--- src/hw/emi_write_params.svh ---
// Register offsets, field positions, reset values and timing counts for the table-write path
`ifndef EMI_WRITE_PARAMS_SVH
`define EMI_WRITE_PARAMS_SVH

`define OFF_MEM_CONTROL 8'h00
`define OFF_TABLE_LATCH 8'h04
`define OFF_TABLE_POINTER 8'h08
`define OFF_COMMAND 8'h0C
`define OFF_STATUS 8'h10
`define OFF_CONFIG_BYTE_THREE_LOW 8'h14

`define MODE_LSB 0
`define MODE_MSB 1
`define WAIT_LSB 4
`define WAIT_MSB 5
`define CMD_WRITE_BIT 2
`define CMD_READ_BIT 1
`define CMD_POSTINC_BIT 0
`define CFG_WAIT_DIS_BIT 7
`define STATUS_BUSY_BIT 0
`define STATUS_HOLD_LSB 8
`define STATUS_HOLD_MSB 15

`define MEM_CONTROL_RESET 8'h00
`define CONFIG_BYTE_THREE_LOW_RESET 8'h80
`define QUARTERS_PER_INSTR 4'h4

`endif

--- src/hw/emi_write_pkg.sv ---
// Types shared by the table-write path modules
package emi_write_pkg;

  // Bus cycle phases; sync phases only follow reads
  typedef enum logic [2:0] {
    PH_IDLE, PH_Q1, PH_Q2, PH_Q3, PH_WAIT, PH_Q4, PH_SYNC_A, PH_SYNC_B
  } bus_phase_t;

  // Decoded write modes
  typedef enum logic [1:0] {
    WM_BYTE_WRITE, WM_BYTE_SELECT, WM_WORD
  } write_mode_t;

endpackage : emi_write_pkg

--- src/hw/pin_sync.sv ---
// Two-flop synchroniser for a group of pin inputs
`timescale 1ns/1ps
`default_nettype none
module pin_sync #(
  parameter int WIDTH = 16
) (
  input wire logic pclk, // Core clock
  input wire logic presetn, // Async reset, active low
  input wire logic [WIDTH-1:0] pin_in, // Raw pin levels
  output logic [WIDTH-1:0] pin_sync_out // Synchronised levels
);

  logic [WIDTH-1:0] stage_one;

  ////////////////////////////////////////////////////////////////
  // First stage feeds only the second, to contain metastability
  always_ff @(posedge pclk or negedge presetn) begin
    if (!presetn) begin
      stage_one <= '0;
      pin_sync_out <= '0;
    end else begin
      stage_one <= pin_in;
      pin_sync_out <= stage_one;
    end
  end

endmodule : pin_sync
`default_nettype wire

--- src/hw/byte_lane_mux.sv ---
// Data lane and strobe selection for the data part of a bus cycle
`timescale 1ns/1ps
`default_nettype none
module byte_lane_mux (
  input wire emi_write_pkg::write_mode_t mode, // Decoded write mode
  input wire logic data_phase, // Data part of the cycle
  input wire logic is_read, // Read cycle, not write
  input wire logic lsb, // Pointer byte bit
  input wire logic [7:0] latch_byte, // Table latch byte
  input wire logic [7:0] hold_byte, // Holding latch byte
  output logic [15:0] lane_data, // Bus data
  output logic drive_data, // Bus driven in data part
  output logic strobe_high_n, // High write strobe
  output logic strobe_low_n, // Low write strobe
  output logic upper_sel_n, // Upper byte select
  output logic lower_sel_n // Lower byte select
);

  ////////////////////////////////////////////////////////////////
  // Idle levels first, then per-mode overrides
  always_comb begin
    lane_data = {latch_byte, latch_byte};
    drive_data = 1'b0;
    strobe_high_n = 1'b1;
    strobe_low_n = 1'b1;
    upper_sel_n = 1'b1;
    lower_sel_n = 1'b1;
    if (data_phase && is_read) begin
      upper_sel_n = 1'b0; // Whole word is read
      lower_sel_n = 1'b0;
    end else if (data_phase) begin
      unique case (mode)
        emi_write_pkg::WM_WORD: begin
          lane_data = {latch_byte, hold_byte};
          if (lsb) begin
            drive_data = 1'b1;
            strobe_high_n = 1'b0;
            upper_sel_n = 1'b0;
            lower_sel_n = 1'b0;
          end
        end
        emi_write_pkg::WM_BYTE_SELECT: begin
          drive_data = 1'b1;
          strobe_high_n = 1'b0;
          upper_sel_n = ~lsb;
          lower_sel_n = lsb;
        end
        emi_write_pkg::WM_BYTE_WRITE: begin
          drive_data = 1'b1;
          strobe_high_n = ~lsb;
          strobe_low_n = lsb;
          upper_sel_n = 1'b0;
          lower_sel_n = 1'b0;
        end
      endcase
    end
  end

endmodule : byte_lane_mux
`default_nettype wire

--- src/hw/emi_write_path.sv ---
// Table-write path of a 16-bit multiplexed external memory bus with APB registers
// What this block does
// - Control bits 1:0 pick mode: 1x word, 01 byte select, 00 byte write.
// - Word mode even write: latch byte to holding latch, bus floats, no strobe.
// - Word mode odd write: latch byte high, holding byte low, same cycle.
// - Word mode odd write: high strobe pulses, low strobe idle, both selects low.
// - Word mode still shows pointer byte bit on byte address output.
// - Byte select mode: latch byte copied onto both bus halves.
// - Byte select mode: high strobe pulses every write, low strobe idle.
// - Byte select mode: byte address and selects follow pointer byte bit.
// - Byte write mode: latch byte on both bus halves.
// - Byte write mode: even pulses low strobe only, odd high strobe only.
// - Wait states only possible while config wait-disable bit is clear.
// - Wait count from control bits 5:4, each one instruction cycle long.
// - Wait states stretch the active-low output enable.
// - Each access copies pointer bit 0 out and pointer bits 20:1 to address.
// - Idle: address and data float, active-low lines high, latch strobe low.
// - First quarter raises latch strobe with low address bits on the bus.
//
// Chosen here: register access over APB and the address map.
`timescale 1ns/1ps
`default_nettype none
`include "emi_write_params.svh"
module emi_write_path #(
  parameter int PTR_W = 21,
  parameter int WAIT_CNT_W = 4
) (
  input wire logic pclk, // Core clock, one quarter cycle
  input wire logic presetn, // Async reset, active low
  input wire logic [7:0] paddr, // APB address
  input wire logic psel, // APB select
  input wire logic penable, // APB enable
  input wire logic pwrite, // APB direction
  input wire logic [31:0] pwdata, // APB write data
  output logic [31:0] prdata, // APB read data
  output logic pready, // APB ready
  output logic pslverr, // APB error
  output logic [19:0] addr_out, // Upper address pins
  output logic addr_oe, // Address pins driven
  input wire logic [15:0] ad_in, // Multiplexed bus in
  output logic [15:0] ad_out, // Multiplexed bus out
  output logic ad_oe, // Multiplexed bus driven
  output logic addr_latch_enable, // Address latch strobe
  output logic output_enable_n, // Memory output enable
  output logic write_strobe_high_n, // High write strobe
  output logic write_strobe_low_n, // Low write strobe
  output logic upper_byte_select_n, // Upper byte select
  output logic lower_byte_select_n, // Lower byte select
  output logic byte_address_bit // Byte address
);

  emi_write_pkg::bus_phase_t phase;
  emi_write_pkg::bus_phase_t next_phase;
  emi_write_pkg::write_mode_t mode;
  logic [7:0] memory_interface_control;
  logic [7:0] config_byte_three_low;
  logic [7:0] table_data_latch;
  logic [PTR_W-1:0] table_pointer;
  logic [7:0] holding_latch;
  logic is_read;
  logic post_inc;
  logic next_is_read;
  logic [WAIT_CNT_W-1:0] wait_left;
  logic [WAIT_CNT_W-1:0] wait_total;
  logic [1:0] wait_eff;
  logic [15:0] ad_sync;
  logic busy;
  logic wr_acc;
  logic start;
  logic op_done;
  logic mapped;
  logic [31:0] next_prdata;
  logic next_data_phase;
  logic [15:0] lane_data;
  logic drive_data;
  logic strobe_high_n;
  logic strobe_low_n;
  logic upper_sel_n;
  logic lower_sel_n;

  ////////////////////////////////////////////////////////////////
  // Mode decode and effective wait count
  always_comb begin
    if (memory_interface_control[`MODE_MSB]) begin
      mode = emi_write_pkg::WM_WORD;
    end else if (memory_interface_control[`MODE_LSB]) begin
      mode = emi_write_pkg::WM_BYTE_SELECT;
    end else begin
      mode = emi_write_pkg::WM_BYTE_WRITE;
    end
  end

  // Wait-disable bit set forces zero wait states
  assign wait_eff = config_byte_three_low[`CFG_WAIT_DIS_BIT] ? 2'h0
                    : memory_interface_control[`WAIT_MSB:`WAIT_LSB];
  assign wait_total = WAIT_CNT_W'(wait_eff) * WAIT_CNT_W'(`QUARTERS_PER_INSTR);

  ////////////////////////////////////////////////////////////////
  // APB slave: zero-wait, writes refused while a bus cycle runs
  assign busy = (phase != emi_write_pkg::PH_IDLE);
  assign pready = 1'b1;
  assign wr_acc = psel && penable && pwrite && !busy;
  assign mapped = (paddr == `OFF_MEM_CONTROL) || (paddr == `OFF_TABLE_LATCH)
                  || (paddr == `OFF_TABLE_POINTER) || (paddr == `OFF_COMMAND)
                  || (paddr == `OFF_STATUS) || (paddr == `OFF_CONFIG_BYTE_THREE_LOW);
  assign pslverr = psel && penable && !mapped;
  assign start = wr_acc && (paddr == `OFF_COMMAND)
                 && (pwdata[`CMD_WRITE_BIT] || pwdata[`CMD_READ_BIT]);
  // Write wins when both command bits are set
  assign next_is_read = start ? !pwdata[`CMD_WRITE_BIT] : is_read;

  // Read mux; the command register reads as zero
  always_comb begin
    next_prdata = 32'h0000_0000;
    unique case (paddr)
      `OFF_MEM_CONTROL: next_prdata[7:0] = memory_interface_control;
      `OFF_TABLE_LATCH: next_prdata[7:0] = table_data_latch;
      `OFF_TABLE_POINTER: next_prdata[PTR_W-1:0] = table_pointer;
      `OFF_STATUS: begin
        next_prdata[`STATUS_BUSY_BIT] = busy;
        next_prdata[`STATUS_HOLD_MSB:`STATUS_HOLD_LSB] = holding_latch;
      end
      `OFF_CONFIG_BYTE_THREE_LOW: next_prdata[7:0] = config_byte_three_low;
      default: next_prdata = 32'h0000_0000;
    endcase
  end

  // Read data captured in setup so it comes from a flop in access
  always_ff @(posedge pclk or negedge presetn) begin
    if (!presetn) begin
      prdata <= 32'h0000_0000;
    end else if (psel && !penable && !pwrite) begin
      prdata <= next_prdata;
    end
  end

  // Configuration registers
  always_ff @(posedge pclk or negedge presetn) begin
    if (!presetn) begin
      memory_interface_control <= `MEM_CONTROL_RESET;
      config_byte_three_low <= `CONFIG_BYTE_THREE_LOW_RESET;
    end else if (wr_acc && paddr == `OFF_MEM_CONTROL) begin
      memory_interface_control <= pwdata[7:0];
    end else if (wr_acc && paddr == `OFF_CONFIG_BYTE_THREE_LOW) begin
      config_byte_three_low <= pwdata[7:0];
    end
  end

  // Command options held for the cycle
  always_ff @(posedge pclk or negedge presetn) begin
    if (!presetn) begin
      is_read <= 1'b0;
      post_inc <= 1'b0;
    end else if (start) begin
      is_read <= next_is_read;
      post_inc <= pwdata[`CMD_POSTINC_BIT];
    end
  end

  ////////////////////////////////////////////////////////////////
  // Bus cycle sequencer; reads add two phases for the pin synchroniser
  always_comb begin
    next_phase = phase;
    unique case (phase)
      emi_write_pkg::PH_IDLE: if (start) next_phase = emi_write_pkg::PH_Q1;
      emi_write_pkg::PH_Q1: next_phase = emi_write_pkg::PH_Q2;
      emi_write_pkg::PH_Q2: next_phase = emi_write_pkg::PH_Q3;
      emi_write_pkg::PH_Q3: begin
        // Writes have no output enable to stretch
        if (is_read && wait_total != '0) begin
          next_phase = emi_write_pkg::PH_WAIT;
        end else begin
          next_phase = emi_write_pkg::PH_Q4;
        end
      end
      emi_write_pkg::PH_WAIT: begin
        if (wait_left == WAIT_CNT_W'(1)) next_phase = emi_write_pkg::PH_Q4;
      end
      emi_write_pkg::PH_Q4: begin
        next_phase = is_read ? emi_write_pkg::PH_SYNC_A : emi_write_pkg::PH_IDLE;
      end
      emi_write_pkg::PH_SYNC_A: next_phase = emi_write_pkg::PH_SYNC_B;
      emi_write_pkg::PH_SYNC_B: next_phase = emi_write_pkg::PH_IDLE;
    endcase
  end

  always_ff @(posedge pclk or negedge presetn) begin
    if (!presetn) begin
      phase <= emi_write_pkg::PH_IDLE;
    end else begin
      phase <= next_phase;
    end
  end

  // Wait countdown, one instruction cycle per wait state
  always_ff @(posedge pclk or negedge presetn) begin
    if (!presetn) begin
      wait_left <= '0;
    end else if (phase == emi_write_pkg::PH_Q3) begin
      wait_left <= wait_total;
    end else if (phase == emi_write_pkg::PH_WAIT) begin
      wait_left <= wait_left - WAIT_CNT_W'(1);
    end
  end

  assign op_done = (phase == emi_write_pkg::PH_SYNC_B)
                   || (phase == emi_write_pkg::PH_Q4 && !is_read);

  ////////////////////////////////////////////////////////////////
  // Table pointer; hardware update never meets a software write
  always_ff @(posedge pclk or negedge presetn) begin
    if (!presetn) begin
      table_pointer <= '0;
    end else if (op_done && post_inc) begin
      table_pointer <= table_pointer + PTR_W'(1);
    end else if (wr_acc && paddr == `OFF_TABLE_POINTER) begin
      table_pointer <= pwdata[PTR_W-1:0];
    end
  end

  // Even word-mode write parks the latch byte for its odd partner
  always_ff @(posedge pclk or negedge presetn) begin
    if (!presetn) begin
      holding_latch <= 8'h00;
    end else if (phase == emi_write_pkg::PH_Q4 && !is_read
                 && mode == emi_write_pkg::WM_WORD && !table_pointer[0]) begin
      holding_latch <= table_data_latch;
    end
  end

  // Table latch: software load, or the selected byte of a read
  always_ff @(posedge pclk or negedge presetn) begin
    if (!presetn) begin
      table_data_latch <= 8'h00;
    end else if (phase == emi_write_pkg::PH_SYNC_B) begin
      table_data_latch <= table_pointer[0] ? ad_sync[15:8] : ad_sync[7:0];
    end else if (wr_acc && paddr == `OFF_TABLE_LATCH) begin
      table_data_latch <= pwdata[7:0];
    end
  end

  // Bus input crosses in through two flops
  pin_sync #(
    .WIDTH(16)
  ) u_ad_sync (
    .pclk(pclk),
    .presetn(presetn),
    .pin_in(ad_in),
    .pin_sync_out(ad_sync)
  );

  ////////////////////////////////////////////////////////////////
  // Pin outputs registered from the next phase so they line up with it
  assign next_data_phase = (next_phase == emi_write_pkg::PH_Q3)
                           || (next_phase == emi_write_pkg::PH_WAIT)
                           || (next_phase == emi_write_pkg::PH_Q4);

  byte_lane_mux u_lane (
    .mode(mode),
    .data_phase(next_data_phase),
    .is_read(next_is_read),
    .lsb(table_pointer[0]),
    .latch_byte(table_data_latch),
    .hold_byte(holding_latch),
    .lane_data(lane_data),
    .drive_data(drive_data),
    .strobe_high_n(strobe_high_n),
    .strobe_low_n(strobe_low_n),
    .upper_sel_n(upper_sel_n),
    .lower_sel_n(lower_sel_n)
  );

  always_ff @(posedge pclk or negedge presetn) begin
    if (!presetn) begin
      addr_out <= 20'h0_0000;
      addr_oe <= 1'b0;
      ad_out <= 16'h0000;
      ad_oe <= 1'b0;
      addr_latch_enable <= 1'b0;
      output_enable_n <= 1'b1;
      write_strobe_high_n <= 1'b1;
      write_strobe_low_n <= 1'b1;
      upper_byte_select_n <= 1'b1;
      lower_byte_select_n <= 1'b1;
      byte_address_bit <= 1'b0;
    end else if (next_phase == emi_write_pkg::PH_IDLE || next_phase == emi_write_pkg::PH_SYNC_A
                 || next_phase == emi_write_pkg::PH_SYNC_B) begin
      addr_out <= 20'h0_0000;
      addr_oe <= 1'b0;
      ad_out <= 16'h0000;
      ad_oe <= 1'b0;
      addr_latch_enable <= 1'b0;
      output_enable_n <= 1'b1;
      write_strobe_high_n <= 1'b1;
      write_strobe_low_n <= 1'b1;
      upper_byte_select_n <= 1'b1;
      lower_byte_select_n <= 1'b1;
      byte_address_bit <= 1'b0;
    end else begin
      addr_out <= table_pointer[PTR_W-1:1];
      addr_oe <= 1'b1;
      byte_address_bit <= table_pointer[0];
      addr_latch_enable <= (next_phase == emi_write_pkg::PH_Q1);
      if (next_data_phase) begin
        ad_out <= lane_data;
        ad_oe <= drive_data && !next_is_read;
      end else begin
        ad_out <= table_pointer[16:1];
        ad_oe <= 1'b1;
      end
      output_enable_n <= !(next_data_phase && next_is_read);
      write_strobe_high_n <= strobe_high_n;
      write_strobe_low_n <= strobe_low_n;
      upper_byte_select_n <= upper_sel_n;
      lower_byte_select_n <= lower_sel_n;
    end
  end

  logic wr_data;
  logic [WAIT_CNT_W:0] oe_low_cnt;
  assign wr_data = (phase == emi_write_pkg::PH_Q3 || phase == emi_write_pkg::PH_Q4) && !is_read;

  // Length of each output-enable pulse
  always_ff @(posedge pclk or negedge presetn) begin
    if (!presetn) begin
      oe_low_cnt <= '0;
    end else if (!output_enable_n) begin
      oe_low_cnt <= oe_low_cnt + (WAIT_CNT_W+1)'(1);
    end else begin
      oe_low_cnt <= '0;
    end
  end
endmodule : emi_write_path
`default_nettype wire

--- config.mk ---
export PLATFORM = sky130hd
export DESIGN_NAME = emi_write_path
export DESIGN_NICKNAME = d
export VERILOG_FILES = /design/src/hw/emi_write_pkg.sv /design/src/hw/pin_sync.sv /design/src/hw/byte_lane_mux.sv /design/src/hw/emi_write_path.sv
export VERILOG_INCLUDE_DIRS = /design/src /design/src/hw
export SDC_FILE = /design/constraint.sdc
export NUM_CORES = 1
export LEC_CHECK = 0
export BUFFER_PORTS_ARGS = -buffer_cell sky130_fd_sc_hd__buf_4
export CORE_ASPECT_RATIO = 0.8
export CORE_MARGIN = 3
export CORE_UTILIZATION = 59
export DETAILED_ROUTE_END_ITERATION = 8
export PLACE_DENSITY = 0.85
export SLEW_MARGIN = 20
export SYNTH_ARGS = -nofsm -noshare
export SYNTH_HDL_FRONTEND = slang
export SYNTH_HIERARCHICAL = 1
export SYNTH_SLANG_ARGS = --single-unit
--- constraint.sdc ---
create_clock -name pclk -period 6.1 [get_ports pclk]
set_input_delay 0.915 -clock pclk [delete_from_list [all_inputs] [get_ports pclk]]
set_output_delay 0.915 -clock pclk [all_outputs]
set_load 0.02 [all_outputs]
# After elaboration in Yosys (flattened, before gate mapping)
# Index checks and enable logic that the tools add are counted.
# totals
output_inout_bits,79
register_bits,160
elab_cells,150
# classes
add_sub_neg,2
n_eq_ne,21
n_reduce_logical,50
bitwise,2
mux,52
# op_table
operator,n
$mux 21,2
$mux 8,5
$mux 16,2
$pmux 7 s4,1
$mux 1,26
$eq 3x3->1 const B,8
$pmux 3 s8,1
$add 21x1->21 const B,1
$mux 20,1
$logic_and 1x1->1,19
$eq 8x4->1 const B,2
$eq 8x5->1 const B,2
$pmux 8 s2,1
$logic_or 1x1->1,11
$eq 3x2->1 const B,3
$logic_not 1->1,9
$mux 3,3
$pmux 1 s3,3
$eq 8x3->1 const B,1
$logic_not 8->1,1
$mux 4,2
$eq 3x1->1 const B,2
$logic_not 3->1,2
$reduce_bool 2->1,3
14 further kinds,16

# Logic depth before layout (Yosys ltp)
# depth
word_depth,15
depth_mapped,10
mapped_depth_nobuf,8

# Cells and area by module
# Netlist, hierarchy kept.
# by_module_without_submodules
mod,cells_each,area_each_um2,instances,seq_area_each_um2
emi_write_path,574,6092.1,1,3210.6
pin_sync,32,800.8,1,800.8
byte_lane_mux,28,269.0,1,0.0

# Worst setup path before layout
# OpenSTA, ideal clock, no wires.
# synth_timing
path_kind,input port to output port
startpoint,in paddr[3]
endpoint,out pslverr
cell_stages,4
path_slack_ns,3.061
n_path_buf,2
arrival_ns,2.124
path_cell_list,clkbuf_1 clkbuf_1 nand2_1 a21boi_0
# synth_via
elab_chain_len,8
elab_cells_between_ends,13
cone_classes,5 x eq/ne; 8 x reduce/logical
# synth_lines
item,line_no,source
"start, declared",emi_write_path.sv:30,"input wire logic [7:0] paddr,"
$eq 8x3->1 / $logic_not 8->1 (equally long branches),--,
$logic_or 1x1->1 (4 in series),emi_write_path.sv:103,assign mapped = (paddr == `OFF_MEM_CONTROL) || (paddr == `OFF_TABLE_LATCH)
$logic_or 1x1->1 *,emi_write_path.sv:103,
$logic_not 1->1 *,emi_write_path.sv:106,assign pslverr = psel && penable && !mapped;
$logic_and 1x1->1 *,emi_write_path.sv:106,
"end, declared",emi_write_path.sv:37,"output logic pslverr,"
# Every way passes the cells marked *; elsewhere a longest branch is shown, timed or not.

# Worst setup path after layout
# layout_timing
startpoint,reg phase[0]
endpoint,reg ad_out[7]
# layout_via
elab_chain_len,14
elab_cells_between_ends,31
cone_classes,12 x eq/ne; 7 x mux; 12 x reduce/logical
# layout_lines
item,line_no,source
"start, declared",emi_write_path.sv:52,emi_write_pkg::bus_phase_t phase;
"start signal, assigned",emi_write_path.sv:189,phase <= emi_write_pkg::PH_IDLE;
"start signal, assigned",emi_write_path.sv:191,phase <= next_phase;
$reduce_bool 3->1,emi_write_path.sv:100,assign busy = (phase != emi_write_pkg::PH_IDLE);
$logic_not 1->1,emi_write_path.sv:102,assign wr_acc = psel && penable && pwrite && !busy;
$logic_and 1x1->1,emi_write_path.sv:102,
$logic_and 1x1->1 (2 in series),emi_write_path.sv:107,assign start = wr_acc && (paddr == `OFF_COMMAND)
$mux 3,emi_write_path.sv:165,emi_write_pkg::PH_IDLE: if (start) next_phase = emi_write_pkg::PH_Q1;
$pmux 3 s8,emi_write_path.sv:164,unique case (phase)
$eq 3x2->1 / $eq 3x3->1 (equally long branches),"emi_write_path.sv:254, emi_write_path.sv:255",
$logic_or 1x1->1,emi_write_path.sv:255,|| (next_phase == emi_write_pkg::PH_WAIT)
$logic_or 1x1->1,emi_write_path.sv:256,|| (next_phase == emi_write_pkg::PH_Q4);
$logic_and 1x1->1 *,byte_lane_mux.sv:28,if (data_phase && is_read) begin
$mux 8 *,byte_lane_mux.sv:28,
named net lane_data[7],emi_write_path.sv:74,logic [15:0] lane_data;
$mux 16 *,emi_write_path.sv:304,if (next_data_phase) begin
$mux 16 *,emi_write_path.sv:286,end else if (next_phase == emi_write_pkg::PH_IDLE || next_phase == emi_write_pkg::PH_SYNC_A
"end signal, assigned",emi_write_path.sv:305,ad_out <= lane_data;
"end signal, assigned",emi_write_path.sv:308,ad_out <= table_pointer[16:1];
"end, declared",emi_write_path.sv:41,"output logic [15:0] ad_out,"
# The timed path passes the listed nets; every way through them passes the cells marked *.
# A chain may end at the register's enable or synchronous reset.

==> results.cfg <==
[setup_path]
worstSetupStartpoint = phase[0]$_DFF_PN0_
r2r_end = ad_out[7]$_DFF_PN0_
reg2regPathDepth = 7
rrSetupSlack_ns = 2.17
cp.depth = 7
crit_path_start_kind = flop
critical_path_class = reg2reg
critPathMaxFanout = 29
critPathMaxStageDelay_ns = 0.88
crit_chain = nor3b_1 > a21oi_1 > clkinv_1 > and4bb_1 > mux2_4 > nand2_1 > o21ai_0
slowest_stage = clkinv_1
crit_end = ad_out[7]$_DFF_PN0_
reg2reg_from = phase[0]$_DFF_PN0_
crit_buf_inv = 1
required_ns = 6.37
arrival_ns = 4.20
crit_family = simple AND/OR/NAND/NOR gates
cp-end-kind = flop

[route]
ant_nets = 0
wl_mm = 18.0
routedWlPerCell_um = 20.2
via_per_inst = 6.27
drcViolationCount = 0
dr.pass1.iters = 5
first_iter_violations = 588
vias = 5578

[timing]
report.final.slew_viol_count = 0
finClkSkew_ns = 0.00580
period_minus_slack_ns = 3.93
setup_viol = 0
tightest_slew_ns = 1.00
hold_viol = 0
fin_crit_sh = 0.644
grt_setup_unrepaired = false
fin_setup_tns_ns = 0
fmax_mhz = 255
max-slew-margin-rel = 0.326

[synth]
netlist_instances = 634
ys_types = 63
yosys.area.top_type = dfrtp_1
synth_edf_count = 0
synth_seq_cells = 160
ys_seq_area_frac = 0.560
syn_area_per_cell_um2 = 11.3
synth_top_area_share = 0.538
ys_warn_count = 6
ys_async_sr_fraction = 1.00
synthFlopType = dfrtp_1
yosys-top-cells-area = dfrtp_1 (54%), mux2i_1 (4.2%), mux2_4 (3.4%)
syn_area_mm2 = 0.00716

[clock_tree]
ctsResizeCount = 0
clk_latency_ns = 0.42
clock-sinks = 160
cts_hold_buf = 0
postCtsSetupBuffers = 0
cts_root_buf = clkbuf_16
htreeDepth = 4
clockBufferDepth = 2
cts_made_buffers = 17
path_clk_slew_ns = 0.06
cts_tree = yes

[hold_path]
hp-class = reg2reg

[outcome]
status = finished, final reports clean

[global_routing]
grt_usage = 0.269
overflow = 0
antenna_found_initial = 0
grt_pass1_vias = 5463
grt_pass1_wl_mm = 28.4
grt_start_max_net_pins = 105

[layout]
fillCellCount = 811
synthToLayoutAreaGrowth_pct = 19.9
fin_area_mm2 = 0.00859
drive_gt1_frac = 0.277
ff_latch_area_mm2 = 0.00401
multi_input_area_mm2 = 0.00284
fin_nets = 792
insertedDiodeCount = 0

[floorplanning]
die_area_mm2 = 0.0135
num_rows = 35
ios = 140
initial_core_util = 0.613
die_h_um = 105
coreArea_mm2 = 0.0117
die_x_um = 129

[run]
timing.max_cap.violations = 0

[placed_design]
port_buffers = 116
globalplace.congestion = 0.879
dpl.hpwl_mm = 12.3
placed_area_mm2 = 0.00799

[power]
p_leak_nw = 4.07
ir_worst_vdd_uv = 277
powerDensity_mw_per_mm2 = 387
==> worst reg2reg max path: stages, from the launching register on <==
cell and delay, ns:
dfrtp_1 0.70, nor3b_1 0.22, a21oi_1 0.75, clkinv_1 0.88, and4bb_1 0.69, mux2_4 0.36
nand2_1 0.06, o21ai_0 0.13
==> state kept, by name, indices dropped and copies added (netlist names), 3 cells and up <==
| signal | cells |
|---|---|
| u_ad_sync/stage_one | 16 |
| addr_out | 20 |
| holding_latch | 8 |
| u_ad_sync/pin_sync_out | 16 |
| memory_interface_control | 8 |
| table_data_latch | 8 |
| table_pointer | 21 |
| prdata | 21 |
| ad_out | 16 |
| wait_left | 4 |
| phase | 3 |
| config_byte_three_low | 8 |
==> worst min-delay path by stage <==
stage,to,slack (ns),startpoint,cells past startpoint
after floorplan,u_ad_sync/pin_sync_out[0]$_DFF_PN0_,0.33,u_ad_sync/stage_one[0]$_DFF_PN0_,0
after global placement,u_ad_sync/pin_sync_out[0]$_DFF_PN0_,0.33,u_ad_sync/stage_one[0]$_DFF_PN0_,0
after detailed placement,u_ad_sync/pin_sync_out[11]$_DFF_PN0_,0.33,u_ad_sync/stage_one[11]$_DFF_PN0_,0
after CTS,u_ad_sync/pin_sync_out[11]$_DFF_PN0_,0.35,u_ad_sync/stage_one[11]$_DFF_PN0_,0
after global routing,u_ad_sync/pin_sync_out[11]$_DFF_PN0_,0.35,u_ad_sync/stage_one[11]$_DFF_PN0_,0
final,u_ad_sync/pin_sync_out[1]$_DFF_PN0_,0.35,u_ad_sync/stage_one[1]$_DFF_PN0_,0
==> report_power, final <==
group	internal (mW)	switching, mW	leakage (nW)	total [mW]
registers	1.23	0.166	2.04	1.39
clock network	0.634	0.414	0.271	1.05
logic	0.351	0.535	1.75	0.886
==> cell usage after synthesis, types with 7 or more instances <==
cell	count
clkbuf_1	27
nand2b_1	9
o22ai_1	8
nor3_1	15
nor2_1	59
a22o_1	7
mux2_4	16
nand3_1	18
a211oi_1	8
nor2b_1	17
dfrtp_1	154
and4_1	10
and3_1	7
mux2i_1	30
a221oi_1	11
a21oi_1	13
mux2_2	19
o31ai_1	8
nand2_1	49
inv_1	16
a221o_1	11
o21ai_0	18
buf_4	20
==> cells in the final DEF, fill, tap and decap left out, types with 15 or more instances in the layout <==
cell | netlist | layout
nor3_1 | 15 | 15
clkbuf_16 | 0 | 17
dfrtp_1 | 154 | 154
nor2_1 | 59 | 59
nand3_1 | 18 | 18
nor2b_1 | 17 | 17
inv_1 | 16 | 16
mux2i_1 | 30 | 30
nand2_1 | 49 | 49
mux2_4 | 16 | 16
mux2_2 | 19 | 19
buf_4 | 20 | 118
o21ai_0 | 18 | 18
==> per-stage QoR <==
stage	std cells	total power, mW	hold WS (ns)	setup WS, ns	util
after floorplan	644	1.96	0.331	3.06	-
after global placement	857	2.23	0.331	2.44	0.684
after detailed placement	857	2.28	0.335	2.26	0.684
after CTS	889	3.32	0.348	2.26	0.734
after global routing	889	3.46	0.351	1.90	0.734
final	889	3.33	0.347	2.17	0.734
==> per-layer routing <==
layer | routed length (um) | share of wire | track usage | vias up
met5 | 0 | 0 | 0 | -
met4 | 427 | 0.024 | 0.100 | 0
met3 | 1810 | 0.10 | 0.0608 | 49
met2 | 8550 | 0.48 | 0.423 | 374
met1 | 7170 | 0.40 | 0.366 | 2716
li1 | - | - | - | 2439
==> layout make-up <==
type                    instances  share of cell area
flip-flops and latches        160               0.467
multi-input cells             413               0.331
repair buffers                119               0.104
clock buffers                  23              0.0557
well taps                     148              0.0216
clock inverters                 9              0.0125
inverters                      17             0.00743
==> cell families after synthesis <==
group | Yosys count | synth area share
compound gates | 108 | 0.112
other cells | 2 | 0.00105
simple gates | 223 | 0.162
xor+xnor | 1 | 0.00122
fa+ha+maj | 3 | 0.00524
mux | 66 | 0.108
flops | 160 | 0.560
buf+inv | 71 | 0.0501
Power figures use the tool's default switching activity.
